## config.mk

```make
export PLATFORM = sky130hd
export DESIGN_NAME = rsf_status_bank
export DESIGN_NICKNAME = d
export VERILOG_FILES = /design/src/rtl/rsf_pkg.sv /design/src/rtl/rsf_status_bank.sv
export SDC_FILE = /design/constraint.sdc
export NUM_CORES = 1
export LEC_CHECK = 0
export ABC_AREA = 1
export BUFFER_PORTS_ARGS = -buffer_cell sky130_fd_sc_hd__buf_2
export CAP_MARGIN = 20
export CORE_ASPECT_RATIO = 1.2
export CORE_MARGIN = 1
export CORE_UTILIZATION = 35
export CTS_CLUSTER_DIAMETER = 40
export DETAILED_ROUTE_END_ITERATION = 16
export GPL_ROUTABILITY_DRIVEN = 0
export HOLD_SLACK_MARGIN = 0.03
export PLACE_DENSITY = 0.7
export SLEW_MARGIN = 40
export SYNTH_ARGS = -nofsm -noshare
export SYNTH_HDL_FRONTEND = slang
export SYNTH_SLANG_ARGS = --single-unit
```

## constraint.sdc

```tcl
create_clock -name mclk -period 1.2 [get_ports mclk]
set_input_delay 0.24 -clock mclk [delete_from_list [all_inputs] [get_ports mclk]]
set_output_delay 0.24 -clock mclk [all_outputs]
set_load 0.01 [all_outputs]
```

## src/rtl/rsf_pkg.sv

```systemverilog
// rsf_pkg: constants shared by the regulator safety status flag bank.
// assumes a serial front end that decodes read commands into strobes.
package rsf_pkg;

  // ==========================================================
  // register geometry
  localparam int unsigned REG_W = 8;

  // ==========================================================
  // read command codes, one per status register
  typedef enum logic [1:0] {
    RSF_CMD_PRI_FAULT = 2'h0,
    RSF_CMD_PRI_THERM = 2'h1,
    RSF_CMD_CORE_FAULT = 2'h2,
    RSF_CMD_CORE_THERM = 2'h3
  } rsf_cmd_t;

  // ==========================================================
  // settable flag masks, reserved bits read as zero
  localparam logic [7:0] PRI_FAULT_MASK = 8'h3F;
  localparam logic [7:0] PRI_THERM_MASK = 8'h03;
  localparam logic [7:0] CORE_FAULT_MASK = 8'h1F;
  localparam logic [7:0] CORE_THERM_MASK = 8'h03;

  // ==========================================================
  // reset values
  localparam logic [7:0] STAT_RESET = 8'h00;

  // ==========================================================
  // field positions
  localparam int unsigned FLT_SHORT_BIT = 0;
  localparam int unsigned FLT_OVERLOAD_BIT = 1;
  localparam int unsigned FLT_SINK_BIT = 2;
  localparam int unsigned FLT_OVP_BIT = 3;
  localparam int unsigned FLT_GND_LOSS_BIT = 4;
  localparam int unsigned FLT_EOVP_BIT = 5;
  localparam int unsigned THM_WARN_BIT = 0;
  localparam int unsigned THM_SHDN_BIT = 1;

endpackage : rsf_pkg

```

## src/rtl/rsf_status_bank.sv

```systemverilog
// rsf_status_bank: four read-clear safety status registers for the
// primary and core buck regulators.
// assumes monitor condition inputs are synchronous levels, and that
// the serial front end gives a one-cycle read strobe with a command.
// power_on_reset_n clears synchronously and is not gated by clk_en;
// rst is the asynchronous reset.
//
// Function
// - set flag holds until its register read
// - read clears only flags whose condition ended
// - power-on reset initialises; else reads only
// - registers read-only, one command each
// - primary fault bit5 extreme overvoltage, 7-6 zero
// - primary fault bit4 ground loss
// - primary fault bit3 overvoltage protection
// - primary fault bit2 low-side sink limit
// - primary fault bit1 overload
// - primary fault bit0 short to ground
// - primary thermal bit1 shutdown, 7-2 zero
// - primary thermal bit0 warning
// - core fault bit4 ground loss, 7-5 zero
// - core fault bit3 overvoltage protection
// - core fault bit2 low-side sink limit
// - core fault bit1 overload
// - core fault bit0 short to ground
// - core thermal bit1 shutdown, 7-2 zero
// - core thermal bit0 warning
`timescale 1ns/1ps

module rsf_status_bank (
  input wire logic mclk,
  input wire logic rst,
  input wire logic clk_en,
  input wire logic power_on_reset_n,
  input wire logic primary_extreme_overvoltage,
  input wire logic primary_ground_loss,
  input wire logic primary_overvoltage,
  input wire logic primary_low_side_sink_limit,
  input wire logic primary_overload,
  input wire logic primary_short_to_ground,
  input wire logic primary_thermal_shutdown,
  input wire logic primary_thermal_warning,
  input wire logic core_ground_loss,
  input wire logic core_overvoltage,
  input wire logic core_low_side_sink_limit,
  input wire logic core_overload,
  input wire logic core_short_to_ground,
  input wire logic core_thermal_shutdown,
  input wire logic core_thermal_warning,
  input wire logic rd_strobe,
  input wire logic [1:0] rd_cmd,
  output logic [7:0] rd_data,
  output logic rd_valid,
  output logic [7:0] primary_regulator_fault_status,
  output logic [7:0] primary_regulator_thermal_status,
  output logic [7:0] core_regulator_fault_status,
  output logic [7:0] core_regulator_thermal_status
);

  // ==========================================================
  // condition vectors
  logic [7:0] pri_fault_cond;
  logic [7:0] pri_therm_cond;
  logic [7:0] core_fault_cond;
  logic [7:0] core_therm_cond;

  always_comb begin
    pri_fault_cond = rsf_pkg::STAT_RESET;
    pri_fault_cond[rsf_pkg::FLT_EOVP_BIT] = primary_extreme_overvoltage;
    pri_fault_cond[rsf_pkg::FLT_GND_LOSS_BIT] = primary_ground_loss;
    pri_fault_cond[rsf_pkg::FLT_OVP_BIT] = primary_overvoltage;
    pri_fault_cond[rsf_pkg::FLT_SINK_BIT] = primary_low_side_sink_limit;
    pri_fault_cond[rsf_pkg::FLT_OVERLOAD_BIT] = primary_overload;
    pri_fault_cond[rsf_pkg::FLT_SHORT_BIT] = primary_short_to_ground;
  end

  // primary thermal conditions
  always_comb begin
    pri_therm_cond = rsf_pkg::STAT_RESET;
    pri_therm_cond[rsf_pkg::THM_SHDN_BIT] = primary_thermal_shutdown;
    pri_therm_cond[rsf_pkg::THM_WARN_BIT] = primary_thermal_warning;
  end

  // core fault conditions
  always_comb begin
    core_fault_cond = rsf_pkg::STAT_RESET;
    core_fault_cond[rsf_pkg::FLT_GND_LOSS_BIT] = core_ground_loss;
    core_fault_cond[rsf_pkg::FLT_OVP_BIT] = core_overvoltage;
    core_fault_cond[rsf_pkg::FLT_SINK_BIT] = core_low_side_sink_limit;
    core_fault_cond[rsf_pkg::FLT_OVERLOAD_BIT] = core_overload;
    core_fault_cond[rsf_pkg::FLT_SHORT_BIT] = core_short_to_ground;
  end

  // core thermal conditions
  always_comb begin
    core_therm_cond = rsf_pkg::STAT_RESET;
    core_therm_cond[rsf_pkg::THM_SHDN_BIT] = core_thermal_shutdown;
    core_therm_cond[rsf_pkg::THM_WARN_BIT] = core_thermal_warning;
  end

  // ==========================================================
  // flag update
  // a read clears only bits whose condition is gone this cycle, so a
  // condition that is still present, or that returns during the read,
  // survives
  function automatic logic [7:0] flag_update(
    input logic [7:0] cur,
    input logic [7:0] cond,
    input logic [7:0] mask,
    input logic rd
  );
    logic [7:0] kept;
    kept = rd ? (cur & cond) : cur;
    return (kept | cond) & mask;
  endfunction : flag_update

  // ==========================================================
  // read command decode
  // strobe and code must agree, so the idle code left on the bus
  // between reads never clears a register
  function automatic logic rd_hit(
    input logic strobe,
    input logic [1:0] cmd,
    input rsf_pkg::rsf_cmd_t code
  );
    return strobe && (cmd == code);
  endfunction : rd_hit

  logic rd_pf;
  logic rd_pt;
  logic rd_cf;
  logic rd_ct;

  always_comb begin
    rd_pf = rd_hit(rd_strobe, rd_cmd, rsf_pkg::RSF_CMD_PRI_FAULT);
    rd_pt = rd_hit(rd_strobe, rd_cmd, rsf_pkg::RSF_CMD_PRI_THERM);
    rd_cf = rd_hit(rd_strobe, rd_cmd, rsf_pkg::RSF_CMD_CORE_FAULT);
    rd_ct = rd_hit(rd_strobe, rd_cmd, rsf_pkg::RSF_CMD_CORE_THERM);
  end

  // ==========================================================
  // primary fault flags
  logic [7:0] pri_fault_reg;
  logic [7:0] pri_fault_next;

  always_comb begin
    pri_fault_next = flag_update(pri_fault_reg, pri_fault_cond,
                                 rsf_pkg::PRI_FAULT_MASK, rd_pf);
  end

  always_ff @(posedge mclk or posedge rst) begin
    if (rst) begin
      pri_fault_reg <= rsf_pkg::STAT_RESET;
    end else if (!power_on_reset_n) begin
      pri_fault_reg <= rsf_pkg::STAT_RESET;
    end else if (clk_en) begin
      pri_fault_reg <= pri_fault_next;
    end
  end

  // ==========================================================
  // primary thermal flags
  logic [7:0] pri_therm_reg;
  logic [7:0] pri_therm_next;

  always_comb begin
    pri_therm_next = flag_update(pri_therm_reg, pri_therm_cond,
                                 rsf_pkg::PRI_THERM_MASK, rd_pt);
  end

  always_ff @(posedge mclk or posedge rst) begin
    if (rst) begin
      pri_therm_reg <= rsf_pkg::STAT_RESET;
    end else if (!power_on_reset_n) begin
      pri_therm_reg <= rsf_pkg::STAT_RESET;
    end else if (clk_en) begin
      pri_therm_reg <= pri_therm_next;
    end
  end

  // ==========================================================
  // core fault flags
  logic [7:0] core_fault_reg;
  logic [7:0] core_fault_next;

  always_comb begin
    core_fault_next = flag_update(core_fault_reg, core_fault_cond,
                                  rsf_pkg::CORE_FAULT_MASK, rd_cf);
  end

  always_ff @(posedge mclk or posedge rst) begin
    if (rst) begin
      core_fault_reg <= rsf_pkg::STAT_RESET;
    end else if (!power_on_reset_n) begin
      core_fault_reg <= rsf_pkg::STAT_RESET;
    end else if (clk_en) begin
      core_fault_reg <= core_fault_next;
    end
  end

  // ==========================================================
  // core thermal flags
  logic [7:0] core_therm_reg;
  logic [7:0] core_therm_next;

  always_comb begin
    core_therm_next = flag_update(core_therm_reg, core_therm_cond,
                                  rsf_pkg::CORE_THERM_MASK, rd_ct);
  end

  always_ff @(posedge mclk or posedge rst) begin
    if (rst) begin
      core_therm_reg <= rsf_pkg::STAT_RESET;
    end else if (!power_on_reset_n) begin
      core_therm_reg <= rsf_pkg::STAT_RESET;
    end else if (clk_en) begin
      core_therm_reg <= core_therm_next;
    end
  end

  // ==========================================================
  // read port
  // the word returned is the value before the clear, so only the
  // second read of a register shows that its condition has gone
  logic [7:0] rd_data_reg;
  logic [7:0] rd_data_next;
  logic rd_valid_reg;
  logic rd_valid_next;

  // returned data is pre-clear value, reread confirms
  always_comb begin
    rd_valid_next = rd_strobe;
    rd_data_next = rd_data_reg;
    if (rd_strobe) begin
      unique case (rd_cmd)
        rsf_pkg::RSF_CMD_PRI_FAULT: rd_data_next = pri_fault_reg;
        rsf_pkg::RSF_CMD_PRI_THERM: rd_data_next = pri_therm_reg;
        rsf_pkg::RSF_CMD_CORE_FAULT: rd_data_next = core_fault_reg;
        rsf_pkg::RSF_CMD_CORE_THERM: rd_data_next = core_therm_reg;
      endcase
    end
  end

  always_ff @(posedge mclk or posedge rst) begin
    if (rst) begin
      rd_data_reg <= rsf_pkg::STAT_RESET;
      rd_valid_reg <= 1'h0;
    end else if (!power_on_reset_n) begin
      rd_data_reg <= rsf_pkg::STAT_RESET;
      rd_valid_reg <= 1'h0;
    end else if (clk_en) begin
      rd_data_reg <= rd_data_next;
      rd_valid_reg <= rd_valid_next;
    end
  end

  // ==========================================================
  // outputs
  // every output comes straight from a flop
  assign rd_data = rd_data_reg;
  assign rd_valid = rd_valid_reg;
  assign primary_regulator_fault_status = pri_fault_reg;
  assign primary_regulator_thermal_status = pri_therm_reg;
  assign core_regulator_fault_status = core_fault_reg;
  assign core_regulator_thermal_status = core_therm_reg;

endmodule : rsf_status_bank

```

==> reports/metrics.csv, run 1 <==
metric;value;unit
ANT nets after route;0;
H-tree levels;1;
outcome;finished, final reports clean;
Placed Area;1370;um^2
setup_tns;0;ns
Final HPWL DP;1.90;mm
Pre-Repair DR Iteration Count;4;
worst hold start;core_overvoltage;
synthesized area;1180;um^2
unrepaired setup endpoints after global routing;false;
Avg WL per Cell;10.5;um
R2R Path Start;primary_regulator_thermal_status[1]$_DFFE_PP0P_;
register area share after synthesis;46.8;%
FF+latch area;551;um^2
largest net degree at the start of global routing;23;
vias;1015;
n_diodes;0;
share of cells above drive strength 1;29.0;%
placed cell count;224;
crit-path leading delay family;flip-flops;
Slowest Stage Delay on Critical Path;0.42;ns
crit-path cells;buf_2;
Switch Pwr;0.000436;W
total grt overflow;0;
routed vias/inst;4.43;
Min-Delay Endpoint;core_regulator_fault_status[3]$_DFFE_PP0P_;
Slowest-stage cell, CP;dfrtp_1;
worst hold path type;in -> reg;
Iter 0 DRT Violations;20;
skew final;0.000473;ns
Chip Height;65.5;um
Post-CTS Resized;0;
hold_buf cts;1;
multi-input logic area;460;um^2
antenna violations before repair;0;
Synth cell types;17;
Final Cycle Share;92.7;%
vias in the first global route;930;
clk slew on worst S/H paths;0.12;ns
worst path arrival time;0.87;ns
# nets final;216;
die width;54.9;um
Syn Area/Cell;8.00;um^2
CTS tree;done;
core area;3140;um^2
Max clock buf depth;2;
Worst Path Max Fanout;3;
root buf cell;clkbuf_4;
R2R cell count;4;
PwrDens;1070;nW/um^2
worst path buffer plus inverter count;1;
clock sinks;22;
P_int;0.00108;W
Site Rows;22;
Reg2Reg Capture Point;rd_data[1]$_DFFE_PP0P_;
final instance area;1410;um^2
CTS Buf Count;3;
maximum vdd drop;0.000537;V
I/O Buffers;43;
first-pass GRT wire length;4.05;mm
Fin Hold WS;0.133;ns
Post-Syn Instances;147;
Crit path required time;0.96;ns
maximum clock frequency;899;MHz
clock latency on the worst-skew pair;0.30;ns
sequential fraction of design power;54.0;%
# fillers;343;
Initial Util;37.5;%
Clock power frac;27.1;%
area added between synthesis and finish;20.1;%
startpoint types;register;
Max Cap Viol;0;
Slew Limit Fails;0;
Hold Vio Cnt, Final;0;
io pins;63;
post-CTS setup buffer count;0;
total track usage;15.2;%
Final Instance Count excl. Fillers;229;
endpoint class of the critical path;primary output;
kind of critical path;reg -> out;
R2R Setup Slk;0.34;ns
YS warnings;0;
Setup violations, final;0;
Leakage;0.843;nW
total wire length;2.40;mm
Synth Register Bits;22;
Hold Path Stages;3;
# DRC;0;
minimum clock period;1.11;ns
Comb power frac;18.9;%
Die ar.;3600;um^2
Sw Ratio;28.8;%
[cell usage in the layout, fill, tap and decap left out, types with 2 or more instances in the layout]
cell       n
clkbuf_4   3
inv_1     17
buf_2     43
nand2_1   46
nand3_1   12
conb_1    19
o21ai_2    2
o21ai_0    9
a21oi_1    2
dfrtp_1   22
o21ai_1    6
o21bai_1   2
[cells in the mapped netlist (all sizes together)]
cell    count  share of area [%]
nand3      12                5.1
conb        1               0.32
nand2      48                 16
o21bai      2                1.3
buf        22                 14
inv        18                5.7
o21ai      17                7.9
a21oi       2               0.85
dfrtp      22                 47
nor2        3                1.8
[worst max-delay path by stage]
stage | start | to | cells past startpoint
after floorplan | rd_cmd[1] | primary_regulator_fault_status[0]$_DFFE_PP0P_ | 5
after global placement | rd_cmd[0] | core_regulator_fault_status[0]$_DFFE_PP0P_ | 5
after detailed placement | power_on_reset_n | core_regulator_thermal_status[1]$_DFFE_PP0P_ | 6
after CTS | core_regulator_fault_status[0]$_DFFE_PP0P_ | core_regulator_fault_status[0] | 1
after global routing | primary_regulator_thermal_status[1]$_DFFE_PP0P_ | primary_regulator_thermal_status[1] | 1
final | core_regulator_fault_status[0]$_DFFE_PP0P_ | core_regulator_fault_status[0] | 1
[layout make-up]
| class | count | area share [%] |
|---|---|---|
| multi-input cells | 103 | 32.6 |
| flip-flops and latches | 22 | 39.0 |
| well taps | 36 | 3.19 |
| repair buffers | 46 | 17.9 |
| inverters | 18 | 4.78 |
| clock buffers | 4 | 2.57 |
[per-stage QoR]
stage               util [%]  worst slack, ns  power, W
floorplan                  -            0.305   0.00104
global placement        43.5            0.172   0.00112
detailed placement      43.5            0.163   0.00112
CTS                     45.0           0.0736   0.00154
global route            45.0           0.0351   0.00161
finish                  45.0           0.0872   0.00152
[power by group through the flow]
stage | Clock (W) | Combinational [W] | Sequential, W
after floorplan | 0 | 0.000191 | 0.000853
after global placement | 0 | 0.000283 | 0.000833
after detailed placement | 0 | 0.000287 | 0.000833
after CTS | 0.000427 | 0.000290 | 0.000819
after global routing | 0.000461 | 0.000327 | 0.000825
final | 0.000411 | 0.000286 | 0.000818
[worst register-to-register path: cells and delay by family, from the launching register on]
family | cells | cell delay, ns
flip-flops | 1 | 0.42
AND/OR/NAND/NOR | 3 | 0.22
AO/OA/AOI/OAI | 1 | 0.14
[per-layer routing]
layer	share of wire, %	GRT usage, %	vias up
li1	-	-	511
met1	46	21.8	461
met2	47	23.3	41
met3	6.7	2.08	2
met4	0.42	4.69	0
met5	0	0	-
[cells by family after synthesis]
kind of cell | after synthesis | share of synthesized area (%)
and+or+nand+nor | 63 | 23.1
other | 1 | 0.319
DFF | 22 | 46.8
AOI/OAI and AO/OA | 21 | 10.0
buffers and inverters | 40 | 19.8
Note: power is estimated with default switching activity, not from simulation.
==> run 2, diff against run 1 <==
Settings changed: CORE_ASPECT_RATIO 1.2 to 0.75.
==> reports/metrics.csv, run 2 (synthesis results as in run 1) <==
metric;value;unit;change
n_diodes;0;;unchanged
# nets final;216;;unchanged
GR Util met3;5.65;%;+3.6 points
Die ar.;3600;um^2;about the same
die width;68.9;um;+26%
Final Core Density;46.4;%;+1.3 points
Slew Limit Fails;0;;unchanged
# DRC;0;;unchanged
# fillers;330;;-3.8%
area added between synthesis and finish;20.7;%;
Fin Hold WS;0.179;ns;+0.0460 ns
root buf cell;clkbuf_8;;
Setup violations, final;0;;unchanged
Slowest-stage cell, CP;dfrtp_1;;
Iter 0 DRT Violations;74;;+270%
startpoint types;register;;
endpoint class of the critical path;primary output;;
total grt overflow;0;;unchanged
Final Cycle Share;88.8;%;-3.9 points
CTS Buf Count;3;;unchanged
CTS tree;done;;
Worst Path Max Fanout;3;;unchanged
vias in the first global route;855;;-8.1%
setup_tns;0;ns;unchanged
highest-count cells in the layout ignoring fill and taps;46 x nand2_1, 43 x buf_2, 22 x dfrtp_1, 19 x conb_1, 17 x inv_1;;
maximum clock frequency;938;MHz;+4.4%
most common cell after layout, fill and taps aside;nand2_1;;
Max clock buf depth;2;;unchanged
ANT nets after route;0;;unchanged
total track usage;15.5;%;+0.28 points
PwrDens;1100;nW/um^2;+2.3%
clk slew on worst S/H paths;0.08;ns;-0.04 ns
Hold Vio Cnt, Final;0;;unchanged
sequential fraction of design power;52.6;%;-1.4 points
minimum clock period;1.07;ns;-0.0466 ns
Clock power frac;28.9;%;+1.8 points
final instance area;1420;um^2;+0.53%
outcome;finished, final reports clean;;
worst hold path type;in -> reg;;
Pre-Repair DR Iteration Count;4;;unchanged
largest net degree at the start of global routing;23;;unchanged
Placed Area;1370;um^2;+0.18%
vias;979;;-3.5%
M1 GR Usage;24.6;%;+2.8 points
Chip Height;52.2;um;-20%
met2 GRT Util;19.9;%;-3.4 points
first-pass GRT wire length;4.02;mm;-0.69%
skew final;0.00127;ns;+0.000798 ns
worst path buffer plus inverter count;1;;unchanged
H-tree levels;1;;unchanged
Switch Pwr;0.000440;W;+0.98%
worst path arrival time;0.83;ns;-0.04 ns
core area;3060;um^2;-2.4%
I/O Buffers;43;;unchanged
clock sinks;22;;unchanged
post-CTS setup buffer count;0;;unchanged
io pins;63;;unchanged
Final HPWL DP;1.94;mm;+2.2%
Site Rows;17;;-23%
share of cells above drive strength 1;28.6;%;-0.37 points
Comb power frac;18.5;%;-0.4 points
routed vias/inst;4.26;;-4.0%
Post-CTS Resized;0;;unchanged
antenna violations before repair;0;;unchanged
Avg WL per Cell;11.0;um;+4.5%
kind of critical path;reg -> out;;
clock latency on the worst-skew pair;0.26;ns;-0.04 ns
gr busiest metal;met1;;
Sw Ratio;28.3;%;-0.52 points
unrepaired setup endpoints after global routing;false;;
P_int;0.00112;W;+3.6%
total wire length;2.52;mm;+5.0%
Initial Util;38.4;%;+0.92 points
multi-input logic area;460;um^2;unchanged
Crit path required time;0.96;ns;about the same
Leakage;0.843;nW;about the same
Slowest Stage Delay on Critical Path;0.42;ns;about the same
crit-path cells;buf_2;;
hold_buf cts;1;;unchanged
maximum vdd drop;0.000484;V;-9.8%
FF+latch area;551;um^2;unchanged
Max Cap Viol;0;;unchanged
crit-path leading delay family;flip-flops;;
[run 2: cell types whose count changed in the layout (fill, tap and decap cells not counted)]
| cell | delta |
|---|---|
| clkbuf_4 | -3 |
| clkbuf_8 | +2 |
[run 2: final timing paths]
path	start	endpoint	slack (ns)	cells past startpoint
setup reg to reg	primary_regulator_thermal_status[1]$_DFFE_PP0P_	rd_data[1]$_DFFE_PP0P_	0.32	4
setup / recovery	core_regulator_fault_status[0]$_DFFE_PP0P_	core_regulator_fault_status[0]	0.13	1
max in group asynchronous	rst	primary_regulator_thermal_status[0]$_DFFE_PP0P_	0.43	4
hold reg to reg	rd_valid$_DFFE_PP0P_	rd_valid$_DFFE_PP0P_	0.48	2
hold / removal	primary_extreme_overvoltage	primary_regulator_fault_status[5]$_DFFE_PP0P_	0.18	3
min in group asynchronous	rst	primary_regulator_fault_status[0]$_DFFE_PP0P_	0.55	4
[run 2: metrics by stage]
stage               setup slack (ns)  std cells  power [W]
floorplan                      0.305        165    0.00104
global placement               0.134        226    0.00112
detailed placement             0.132        226    0.00112
CTS                            0.131        230    0.00157
global route                   0.100        230    0.00165
finish                         0.134        230    0.00156
[run 2: area by class of cell]
| cell class | count | share of cell area (%) |
|---|---|---|
| Clock buffer | 3 | 2.91 |
| Inverter | 18 | 4.76 |
| Multi-Input combinational cell | 103 | 32.4 |
| Sequential cell | 22 | 38.8 |
| Tap cell | 38 | 3.35 |
| Timing Repair Buffer | 46 | 17.8 |
[run 2: power by group through the flow]
stage	Sequential [W]	Combinational, W	Clock [W]
after global placement	0.000835	0.000283	0
after detailed placement	0.000834	0.000288	0
after global routing	0.000827	0.000331	0.000495
final	0.000820	0.000289	0.000450
after floorplan	0.000853	0.000191	0
after CTS	0.000820	0.000290	0.000463
[run 2: metal layers]
| layer | vias to the layer above | routed length (um) |
|---|---|---|
| li1 | 511 | - |
| met1 | 416 | 1290 |
| met2 | 50 | 972 |
| met3 | 2 | 250 |
| met4 | 0 | 8 |
| met5 | - | 0 |
